## src/pkg/bcie_regs.vh

```
/*
  Constants of the byte core execution block: timing slots, fetch limit,
  opcodes of the executed instruction groups and cycle counts.
  Assumes inclusion by bare name from the design files.
*/
`ifndef BCIE_REGS_VH
`define BCIE_REGS_VH

// ----------------------------------------
// Timing
// ----------------------------------------
`define BCIE_OSC_PER_MCYC 4'd12
`define BCIE_OSC_PER_STROBE 4'd6
`define BCIE_INT_ROM_LIMIT 16'h1000
`define BCIE_RESET_PC 16'h0000
`define BCIE_RESET_ACC 8'h00
`define BCIE_RESET_SP 8'h07

// ----------------------------------------
// Opcode groups (upper nibble)
// ----------------------------------------
`define BCIE_GRP_ADD 4'h2
`define BCIE_GRP_OP_ADD_CARRY 4'h3
`define BCIE_GRP_OR 4'h4
`define BCIE_GRP_AND 4'h5
`define BCIE_GRP_XOR 4'h6
`define BCIE_GRP_OP_SUB_BORROW 4'h9
`define BCIE_GRP_MOVA 4'he

// ----------------------------------------
// Single opcodes
// ----------------------------------------
`define BCIE_OP_NOP 8'h00
`define BCIE_OP_RR 8'h03
`define BCIE_OP_RRC 8'h13
`define BCIE_OP_RL 8'h23
`define BCIE_OP_RLC 8'h33
`define BCIE_OP_MOV_IMM 8'h74
`define BCIE_OP_MUL 8'ha4
`define BCIE_OP_DIV 8'h84
`define BCIE_OP_INC_DATA_POINTER_REG 8'ha3
`define BCIE_OP_SWAP 8'hc4
`define BCIE_OP_CLR 8'he4
`define BCIE_OP_CPL 8'hf4

// ----------------------------------------
// Cycle counts
// ----------------------------------------
`define BCIE_CYC_ONE 3'd1
`define BCIE_CYC_TWO 3'd2
`define BCIE_CYC_FOUR 3'd4

`endif

```

## src/hdl/bcie_core.v

```verilog
/*
  Instruction execution core of an 8-bit microcomputer: fetch sequencing,
  fetch-source select, strobe cadence, accumulator instruction execution.
  Assumes program bytes arrive on code_data_in one oscillator period after
  code_addr_out, and direct/indirect/register operands on opnd_data_in.
*/
// How it works
// - Add operand to accumulator, one cycle; 1 or 2 bytes by form
// - Add with carry sums accumulator, operand and carry in one cycle
// - Subtract operand and borrow from accumulator in one cycle
// - AND into accumulator completes in one cycle
// - AND immediate into direct byte is 3 bytes, 2 cycles
// - OR has AND's forms; immediate-to-direct 3 bytes, 2 cycles
// - XOR has AND's forms; immediate-to-direct 3 bytes, 2 cycles
// - Rotate left or right, with or without carry, 1 byte 1 cycle
// - Swap nibbles, clear, complement accumulator, 1 byte 1 cycle
// - Moves into accumulator take one cycle; 1 or 2 bytes by form
// - Program strobe pulses every six periods externally, skips data access
// - Address latch strobe every six periods, every slot skipped during data access
// - Select high: internal fetch below 4096, external at or above
// - Select low: every fetch is external
// - High reset input resets the core; outside holds it long enough
`timescale 1ns/1ps
`include "bcie_regs.vh"

module bcie_core (
  input wire clock_in,
  input wire rst_in,
  input wire ext_access_select_n_in,
  input wire ext_data_access_in,
  input wire [7:0] code_data_in,
  input wire [7:0] opnd_data_in,
  output reg [15:0] code_addr_out,
  output reg prog_store_strobe_n_out,
  output reg addr_latch_strobe_out,
  output reg fetch_external_out,
  output reg [7:0] opnd_addr_out,
  output reg [7:0] wr_data_out,
  output reg wr_en_out,
  output reg [7:0] acc_out,
  output reg carry_out,
  output reg [15:0] data_pointer_reg_out,
  output reg instr_done_out
);

  // ----------------------------------------
  // Sequencer states
  // ----------------------------------------
  localparam ST_OP = 2'd0;
  localparam ST_B2 = 2'd1;
  localparam ST_B3 = 2'd2;
  localparam ST_EXEC = 2'd3;

  reg [3:0] phase_ff;
  reg [1:0] state_ff;
  reg [7:0] opcode_ff;
  reg [7:0] byte2_ff;
  reg [7:0] byte3_ff;
  reg [2:0] cyc_left_ff;
  reg [7:0] b_reg_ff;
  reg [15:0] pc_ff;
  reg [7:0] nxt_acc;
  reg nxt_carry;
  reg [3:0] alu_op;
  reg [7:0] alu_a;
  reg [7:0] alu_b;
  reg [1:0] len;
  reg [2:0] cycles;
  reg to_direct;
  wire [7:0] alu_res;
  wire alu_c;
  wire [3:0] grp;
  wire [3:0] low;
  wire mcyc_end;
  wire half_slot;
  wire ext_fetch;

  assign grp = opcode_ff[7:4];
  assign low = opcode_ff[3:0];
  assign mcyc_end = (phase_ff == `BCIE_OSC_PER_MCYC - 4'd1);
  assign half_slot = (phase_ff == 4'd0) || (phase_ff == `BCIE_OSC_PER_STROBE);

  // ----------------------------------------
  // Fetch source select
  // ----------------------------------------
  assign ext_fetch = !ext_access_select_n_in ? 1'b1 :
    (pc_ff >= `BCIE_INT_ROM_LIMIT);

  // ----------------------------------------
  // Strobes: two slots per machine cycle
  // ----------------------------------------
  always @(posedge clock_in) begin
    if (rst_in) begin
      phase_ff <= 4'd0;
      addr_latch_strobe_out <= 1'b0;
      prog_store_strobe_n_out <= 1'b1;
      fetch_external_out <= 1'b0;
    end else begin
      phase_ff <= mcyc_end ? 4'd0 : phase_ff + 4'd1;
      addr_latch_strobe_out <= half_slot && !ext_data_access_in;
      prog_store_strobe_n_out <= !(ext_fetch && !ext_data_access_in &&
        (phase_ff == 4'd2 || phase_ff == 4'd8));
      fetch_external_out <= ext_fetch;
    end
  end

  // ----------------------------------------
  // Decode length and cycles of current opcode
  // ----------------------------------------
  always @* begin
    len = 2'd1;
    cycles = `BCIE_CYC_ONE;
    to_direct = 1'b0;
    alu_op = 4'hd;
    alu_a = acc_out;
    alu_b = opnd_data_in;
    if (low == 4'h4) begin
      len = 2'd2;
      alu_b = byte2_ff;
    end else if (low == 4'h5) begin
      len = 2'd2;
    end
    case (grp)
      `BCIE_GRP_ADD: alu_op = 4'h0;
      `BCIE_GRP_OP_ADD_CARRY: alu_op = 4'h1;
      `BCIE_GRP_OP_SUB_BORROW: alu_op = 4'h2;
      `BCIE_GRP_AND: alu_op = 4'h3;
      `BCIE_GRP_OR: alu_op = 4'h4;
      `BCIE_GRP_XOR: alu_op = 4'h5;
      `BCIE_GRP_MOVA: alu_op = 4'hd;
      default: alu_op = 4'hd;
    endcase
    if ((grp == `BCIE_GRP_AND || grp == `BCIE_GRP_OR || grp == `BCIE_GRP_XOR) &&
        (low == 4'h2 || low == 4'h3)) begin
      to_direct = 1'b1;
      alu_a = opnd_data_in;
      alu_b = (low == 4'h3) ? byte3_ff : acc_out;
      len = (low == 4'h3) ? 2'd3 : 2'd2;
      cycles = (low == 4'h3) ? `BCIE_CYC_TWO : `BCIE_CYC_ONE;
    end
    case (opcode_ff)
      `BCIE_OP_MOV_IMM: begin
        len = 2'd2;
        alu_op = 4'hd;
      end
      `BCIE_OP_RL: alu_op = 4'h6;
      `BCIE_OP_RLC: alu_op = 4'h7;
      `BCIE_OP_RR: alu_op = 4'h8;
      `BCIE_OP_RRC: alu_op = 4'h9;
      `BCIE_OP_SWAP: alu_op = 4'ha;
      `BCIE_OP_CLR: alu_op = 4'hb;
      `BCIE_OP_CPL: alu_op = 4'hc;
      `BCIE_OP_MUL, `BCIE_OP_DIV: cycles = `BCIE_CYC_FOUR;
      `BCIE_OP_INC_DATA_POINTER_REG: cycles = `BCIE_CYC_TWO;
      default: cycles = cycles;
    endcase
    if (opcode_ff == `BCIE_OP_RL || opcode_ff == `BCIE_OP_RLC ||
        opcode_ff == `BCIE_OP_RR || opcode_ff == `BCIE_OP_RRC ||
        opcode_ff == `BCIE_OP_SWAP || opcode_ff == `BCIE_OP_CLR ||
        opcode_ff == `BCIE_OP_CPL || opcode_ff == `BCIE_OP_MUL ||
        opcode_ff == `BCIE_OP_DIV || opcode_ff == `BCIE_OP_INC_DATA_POINTER_REG) begin
      len = 2'd1;
    end
  end

  bcie_alu u_alu (
    .op_in(alu_op),
    .acc_in(alu_a),
    .opnd_in(alu_b),
    .carry_in(carry_out),
    .res_out(alu_res),
    .carry_out(alu_c)
  );

  // ----------------------------------------
  // Writeback select
  // ----------------------------------------
  wire known_acc_op;
  assign known_acc_op = (grp == `BCIE_GRP_ADD || grp == `BCIE_GRP_OP_ADD_CARRY ||
    grp == `BCIE_GRP_OP_SUB_BORROW || grp == `BCIE_GRP_AND || grp == `BCIE_GRP_OR ||
    grp == `BCIE_GRP_XOR) && (low >= 4'h4) ||
    (grp == `BCIE_GRP_MOVA && low >= 4'h5) || opcode_ff == `BCIE_OP_MOV_IMM ||
    opcode_ff == `BCIE_OP_RL || opcode_ff == `BCIE_OP_RLC ||
    opcode_ff == `BCIE_OP_RR || opcode_ff == `BCIE_OP_RRC ||
    opcode_ff == `BCIE_OP_SWAP || opcode_ff == `BCIE_OP_CLR ||
    opcode_ff == `BCIE_OP_CPL;

  always @* begin
    nxt_acc = acc_out;
    nxt_carry = carry_out;
    if (known_acc_op && !to_direct) begin
      nxt_acc = alu_res;
      nxt_carry = alu_c;
    end
  end

  // ----------------------------------------
  // Sequencer: one byte per strobe slot
  // ----------------------------------------
  always @(posedge clock_in) begin
    if (rst_in) begin
      state_ff <= ST_OP;
      pc_ff <= `BCIE_RESET_PC;
      code_addr_out <= `BCIE_RESET_PC;
      opcode_ff <= `BCIE_OP_NOP;
      byte2_ff <= 8'h00;
      byte3_ff <= 8'h00;
      cyc_left_ff <= 3'd0;
      acc_out <= `BCIE_RESET_ACC;
      carry_out <= 1'b0;
      b_reg_ff <= 8'h00;
      data_pointer_reg_out <= 16'h0000;
      opnd_addr_out <= 8'h00;
      wr_data_out <= 8'h00;
      wr_en_out <= 1'b0;
      instr_done_out <= 1'b0;
    end else begin
      wr_en_out <= 1'b0;
      instr_done_out <= 1'b0;
      case (state_ff)
        ST_OP: if (half_slot) begin
          opcode_ff <= code_data_in;
          opnd_addr_out <= {5'h00, code_data_in[2:0]};
          pc_ff <= pc_ff + 16'h0001;
          code_addr_out <= pc_ff + 16'h0001;
          state_ff <= ST_B2;
        end
        ST_B2: if (half_slot) begin
          if (len != 2'd1) begin
            byte2_ff <= code_data_in;
            opnd_addr_out <= code_data_in;
            pc_ff <= pc_ff + 16'h0001;
            code_addr_out <= pc_ff + 16'h0001;
          end
          state_ff <= (len == 2'd3) ? ST_B3 : ST_EXEC;
          // Third byte slot already opens the second machine cycle
          cyc_left_ff <= (len == 2'd3) ? cycles - 3'd1 : cycles;
        end
        ST_B3: if (half_slot) begin
          byte3_ff <= code_data_in;
          pc_ff <= pc_ff + 16'h0001;
          code_addr_out <= pc_ff + 16'h0001;
          state_ff <= ST_EXEC;
        end
        ST_EXEC: if (mcyc_end) begin
          if (cyc_left_ff > 3'd1) begin
            cyc_left_ff <= cyc_left_ff - 3'd1;
          end else begin
            acc_out <= nxt_acc;
            carry_out <= nxt_carry;
            if (to_direct) begin
              wr_data_out <= alu_res;
              wr_en_out <= 1'b1;
            end
            if (opcode_ff == `BCIE_OP_INC_DATA_POINTER_REG) begin
              data_pointer_reg_out <= data_pointer_reg_out + 16'h0001;
            end
            if (opcode_ff == `BCIE_OP_MUL) begin
              {b_reg_ff, acc_out} <= acc_out * b_reg_ff;
              carry_out <= 1'b0;
            end
            instr_done_out <= 1'b1;
            state_ff <= ST_OP;
          end
        end
        default: state_ff <= ST_OP;
      endcase
    end
  end

endmodule

```

## src/hdl/bcie_alu.v

```verilog
/*
  Accumulator ALU of the byte core: add, add with carry, subtract with
  borrow, logic, rotate, swap, clear, complement, move.
  Assumes the caller presents a decoded operation and holds it stable.
*/
`timescale 1ns/1ps

module bcie_alu (
  input wire [3:0] op_in,
  input wire [7:0] acc_in,
  input wire [7:0] opnd_in,
  input wire carry_in,
  output reg [7:0] res_out,
  output reg carry_out
);

  // ----------------------------------------
  // Operation codes
  // ----------------------------------------
  localparam ALU_ADD = 4'h0;
  localparam ALU_OP_ADD_CARRY = 4'h1;
  localparam ALU_OP_SUB_BORROW = 4'h2;
  localparam ALU_AND = 4'h3;
  localparam ALU_OR = 4'h4;
  localparam ALU_XOR = 4'h5;
  localparam ALU_RL = 4'h6;
  localparam ALU_RLC = 4'h7;
  localparam ALU_RR = 4'h8;
  localparam ALU_RRC = 4'h9;
  localparam ALU_SWAP = 4'ha;
  localparam ALU_CLR = 4'hb;
  localparam ALU_CPL = 4'hc;
  localparam ALU_MOVE = 4'hd;

  reg [8:0] sum;

  always @* begin
    sum = 9'h000;
    res_out = acc_in;
    carry_out = carry_in;
    case (op_in)
      ALU_ADD: begin
        sum = {1'b0, acc_in} + {1'b0, opnd_in};
        res_out = sum[7:0];
        carry_out = sum[8];
      end
      ALU_OP_ADD_CARRY: begin
        sum = {1'b0, acc_in} + {1'b0, opnd_in} + {8'h00, carry_in};
        res_out = sum[7:0];
        carry_out = sum[8];
      end
      ALU_OP_SUB_BORROW: begin
        sum = {1'b0, acc_in} - {1'b0, opnd_in} - {8'h00, carry_in};
        res_out = sum[7:0];
        carry_out = sum[8];
      end
      ALU_AND: res_out = acc_in & opnd_in;
      ALU_OR: res_out = acc_in | opnd_in;
      ALU_XOR: res_out = acc_in ^ opnd_in;
      ALU_RL: res_out = {acc_in[6:0], acc_in[7]};
      ALU_RLC: begin
        res_out = {acc_in[6:0], carry_in};
        carry_out = acc_in[7];
      end
      ALU_RR: res_out = {acc_in[0], acc_in[7:1]};
      ALU_RRC: begin
        res_out = {carry_in, acc_in[7:1]};
        carry_out = acc_in[0];
      end
      ALU_SWAP: res_out = {acc_in[3:0], acc_in[7:4]};
      ALU_CLR: res_out = 8'h00;
      ALU_CPL: res_out = ~acc_in;
      ALU_MOVE: res_out = opnd_in;
      default: res_out = acc_in;
    endcase
  end

endmodule

```

## config.mk

```make
export PLATFORM = sky130hd
export DESIGN_NAME = bcie_core
export DESIGN_NICKNAME = d
export VERILOG_FILES = /design/src/hdl/bcie_core.v /design/src/hdl/bcie_alu.v
export VERILOG_INCLUDE_DIRS = /design/src /design/src/pkg
export SDC_FILE = /design/constraint.sdc
export NUM_CORES = 1
export LEC_CHECK = 0
export BUFFER_PORTS_ARGS = -buffer_cell sky130_fd_sc_hd__buf_2
export CORE_MARGIN = 1.5
export CORE_UTILIZATION = 61
export DETAILED_ROUTE_END_ITERATION = 16
export PLACE_DENSITY = 0.86
export SYNTH_ARGS = -nofsm -noshare
export SYNTH_HDL_FRONTEND = slang
export SYNTH_SLANG_ARGS = --single-unit
```

## constraint.sdc

```tcl
create_clock -name clock_in -period 5.92 [get_ports clock_in]
set_input_delay 0.592 -clock clock_in [delete_from_list [all_inputs] [get_ports clock_in]]
set_output_delay 0.592 -clock clock_in [all_outputs]
set_load 0.03 [all_outputs]
```

==> results.sh <==
export IMPL_status="finished clean"
export IMPL_vias_per_cell=6.237
export IMPL_grt_pass1_vias=8186
export IMPL_layout_commonest_cell="nand2_1"
export IMPL_layout_drive_gt1_share_pct=10.97
export IMPL_cts_root_buf="clkbuf_16"
export IMPL_ys_types=85
export IMPL_totalWireLength_mm=25.79
export IMPL_synth_edf_count=0
export IMPL_cts_max_path_buffers=2
export IMPL_hold_class="primary input to flip-flop"
export IMPL_tns_ns=0
export IMPL_fin_nets=1325
export IMPL_internal_power_mw=1.423
export IMPL_cts_setup_buffers=0
export IMPL_worstPathMaxFanout=23
export IMPL_vias=8595
export IMPL_post_drt_wl_per_cell_um=18.71
export IMPL_ys_seq_area_share_pct=22.63
export IMPL_fin_skew_ns=0.007158
export IMPL_finalNonFillerCells=1378
export IMPL_synth_top_area_share_pct=22.63
export IMPL_core_region_area_um2=14530
export IMPL_synth_area_um2=9111
export IMPL_drv_slew=0
export IMPL_die_area_um2=15680
export IMPL_die_w_um=125.2
export IMPL_power_frac_seq_pct=34.1
export IMPL_register_area_um2=2062
export IMPL_synthesis_nets=1292
export IMPL_yosysWarnings=0
export IMPL_pwr_share_clk_pct=27.0
export IMPL_p_leak_nw=4.337
export IMPL_tightest_slew_ns=1.184
export IMPL_drt_iter0_markers=687
export IMPL_max_slew_margin_pct=20.46
export IMPL_grt_first_pass_wirelength_mm=42.26
export IMPL_clk_pin_slew_worst_paths_ns=0.08
export IMPL_avgSynthCellArea_um2=7.882
export IMPL_hpwl_mm=19.25
export IMPL_track_usage_pct=33.11
export IMPL_cts_made_buffers=9
export IMPL_firstDrtPassIters=6
export IMPL_hold_buffers=0
export IMPL_max_cap_viol_count=0
export IMPL_holdWs_ns=0.4153
export IMPL_start_util_pct=62.69
export IMPL_area_growth_syn_to_layout_pct=8.212
export IMPL_synth_seq_cells=103
export IMPL_synth_cells=1156
export IMPL_layout_common_cells="nand2_1, nor2_1, dfxtp_1, inv_1, buf_2"
export IMPL_antenna_found_initial=0
export IMPL_timing_final_crit_period_ns=5.118
export IMPL_drtAntennaViolNets=0
export IMPL_p_sw_share_pct=41.41
export IMPL_grt_max_degree=86
export IMPL_dp_cells=1362
export IMPL_die_h_um=125.2
export IMPL_detailedPlace_worstSlack_ns=0.9579
export IMPL_power_ir_vdd_worst_mv=0.3056
export IMPL_multiInputGateArea_um2=6391
export IMPL_pwr_share_comb_pct=38.9
export IMPL_p_sw_mw=1.006
export IMPL_cts_sinks=103
export IMPL_cts_tree="built"
export IMPL_post_route_drc_count=0
export IMPL_num_fill_cells=1258
export IMPL_cp_arrival_ns=5.32
export IMPL_synth_top_cell_by_area="dfxtp_1"
export IMPL_hold_viol=0
export IMPL_power_mw=2.430
export IMPL_synth_area_top_cells="dfxtp_1, ha_1, fa_1"
export IMPL_overflow=0
export IMPL_htreeDepth=3
export IMPL_finalSetupViolCount=0
export IMPL_async_flop_share_pct=0
export IMPL_place_congestion=1.024
export IMPL_cp_end_kind="flip-flop"
export IMPL_insertion_delay_ns=0.36
export IMPL_crit_required_ns=6.12
export IMPL_cp_start_kind="flip-flop"
export IMPL_io_pins=82
export IMPL_layout_setup_ws_ns=0.8020
export IMPL_fmax_mhz=195.4
export IMPL_rsz0062_at_grt="false"
export IMPL_numPortBuffers=81
export IMPL_placementRows=44
export IMPL_critical_path_class="flip-flop to flip-flop"
export IMPL_antennaDiodeCount=0
export IMPL_finalCritPeriodShare_pct=86.45
export IMPL_synth_flop_cell="dfxtp_1"
export IMPL_power_density_nw_per_um2=246.4
export IMPL_cts_repair_resized=0
==> kinds of logic after synthesis <==
kind of cell	Yosys count	synth area share [%]
buf+inv	167	7.223
flops	103	22.63
fa+ha+maj	116	19.06
xor+xnor	47	4.518
compound gates	227	16.59
mux	48	5.891
simple gates	448	24.09
==> critical path: stages, from the launching register on <==
cell and delay, ns:
dfxtp_1 0.78, nor2b_1 0.56, nand3_1 0.57, a211oi_1 0.39, a31oi_1 0.15, ha_1 0.47, o21a_1 0.22, o31a_1 0.13
o31a_1 0.27, nor3_1 0.55, nand3_1 0.17, or4b_1 0.52, nand3_1 0.10, a311oi_1 0.08
==> state kept, by name (all words and copies together), names as in the netlist <==
name	flops
wr_data_out	8
data_pointer_reg_out	16
cyc_left_ff	3
addr_latch_strobe_out	1
acc_out	8
byte2_ff	8
pc_ff	16
opcode_ff	8
b_reg_ff	8
phase_ff	4
byte3_ff	8
opnd_addr_out	8
instr_done_out	1
state_ff	2
wr_en_out	1
prog_store_strobe_n_out	1
carry_out	1
fetch_external_out	1
==> synth_stat cells (all sizes together), types with 4 or more instances <==
| master | n |
|---|---|
| o21ai | 38 |
| a311oi | 5 |
| and2 | 37 |
| nand3 | 25 |
| nor2b | 18 |
| mux2i | 40 |
| inv | 97 |
| nor4 | 9 |
| ha | 78 |
| and3 | 8 |
| buf | 16 |
| a21oi | 68 |
| a21o | 7 |
| xnor2 | 27 |
| clkbuf | 54 |
| nor3b | 6 |
| a31oi | 10 |
| nand2b | 7 |
| fa | 38 |
| nand2 | 144 |
| nor2 | 119 |
| o211ai | 6 |
| a221oi | 4 |
| a211oi | 16 |
| dfxtp | 103 |
| nor3 | 26 |
| nand3b | 5 |
| o31a | 4 |
| o31ai | 4 |
| and4 | 5 |
| a22oi | 11 |
| o22ai | 9 |
| xor2 | 20 |
| nand4 | 10 |
| a2111oi | 4 |
| mux2 | 5 |
| o21a | 6 |
| or3 | 10 |
| or2 | 5 |
==> final timing paths <==
| kind | slack [ns] | depth (start not counted) | endpoint | startpoint |
|---|---|---|---|---|
| worst max-delay path | 0.80 | 13 | carry_out$_SDFFE_PP0P_ | opcode_ff[6]$_SDFFE_PP0P_ |
| worst min-delay path | 0.42 | 2 | addr_latch_strobe_out$_SDFF_PP0_ | ext_data_access_in |
| worst max register to register | 0.80 | 13 | carry_out$_SDFFE_PP0P_ | opcode_ff[6]$_SDFFE_PP0P_ |
| worst min register to register | 0.46 | 2 | byte2_ff[7]$_SDFFE_PP0P_ | byte2_ff[7]$_SDFFE_PP0P_ |
==> per-layer routing <==
| metal | GRT usage, % | wire (um) | vias up |
|---|---|---|---|
| li1 | - | - | 4040 |
| met1 | 44.19 | 10750 | 4048 |
| met2 | 53.13 | 11610 | 422 |
| met3 | 5.135 | 2214 | 85 |
| met4 | 14.97 | 1218 | 0 |
| met5 | 0 | 0 | - |
==> power groups by stage <==
| stage | combinational (mW) | sequential [mW] | clock (mW) |
|---|---|---|---|
| final | 0.946 | 0.828 | 0.656 |
| after global routing | 1.03 | 0.836 | 0.681 |
| after CTS | 0.921 | 0.824 | 0.656 |
| after detailed placement | 0.914 | 0.838 | 0 |
| after global placement | 0.894 | 0.835 | 0 |
| after floorplan | 0.691 | 0.833 | 0 |
==> through the flow <==
stage / instance area [um^2] / util [%]
floorplan: 9111 / -
global placement: 9538 / 65.63
detailed placement: 9538 / 65.63
CTS: 9859 / 67.84
global route: 9859 / 67.84
finish: 9859 / 67.84
==> layout make-up <==
class / instances / share of cell area [%]
Clock inverter: 7 / 0.9772
Clock buffer: 9 / 2.284
Timing Repair Buffer: 92 / 4.975
Tap cell: 184 / 2.335
Sequential cell: 103 / 20.91
Inverter: 97 / 3.693
Multi-Input combinational cell: 886 / 64.82
Note: power is estimated with default switching activity, not from simulation.
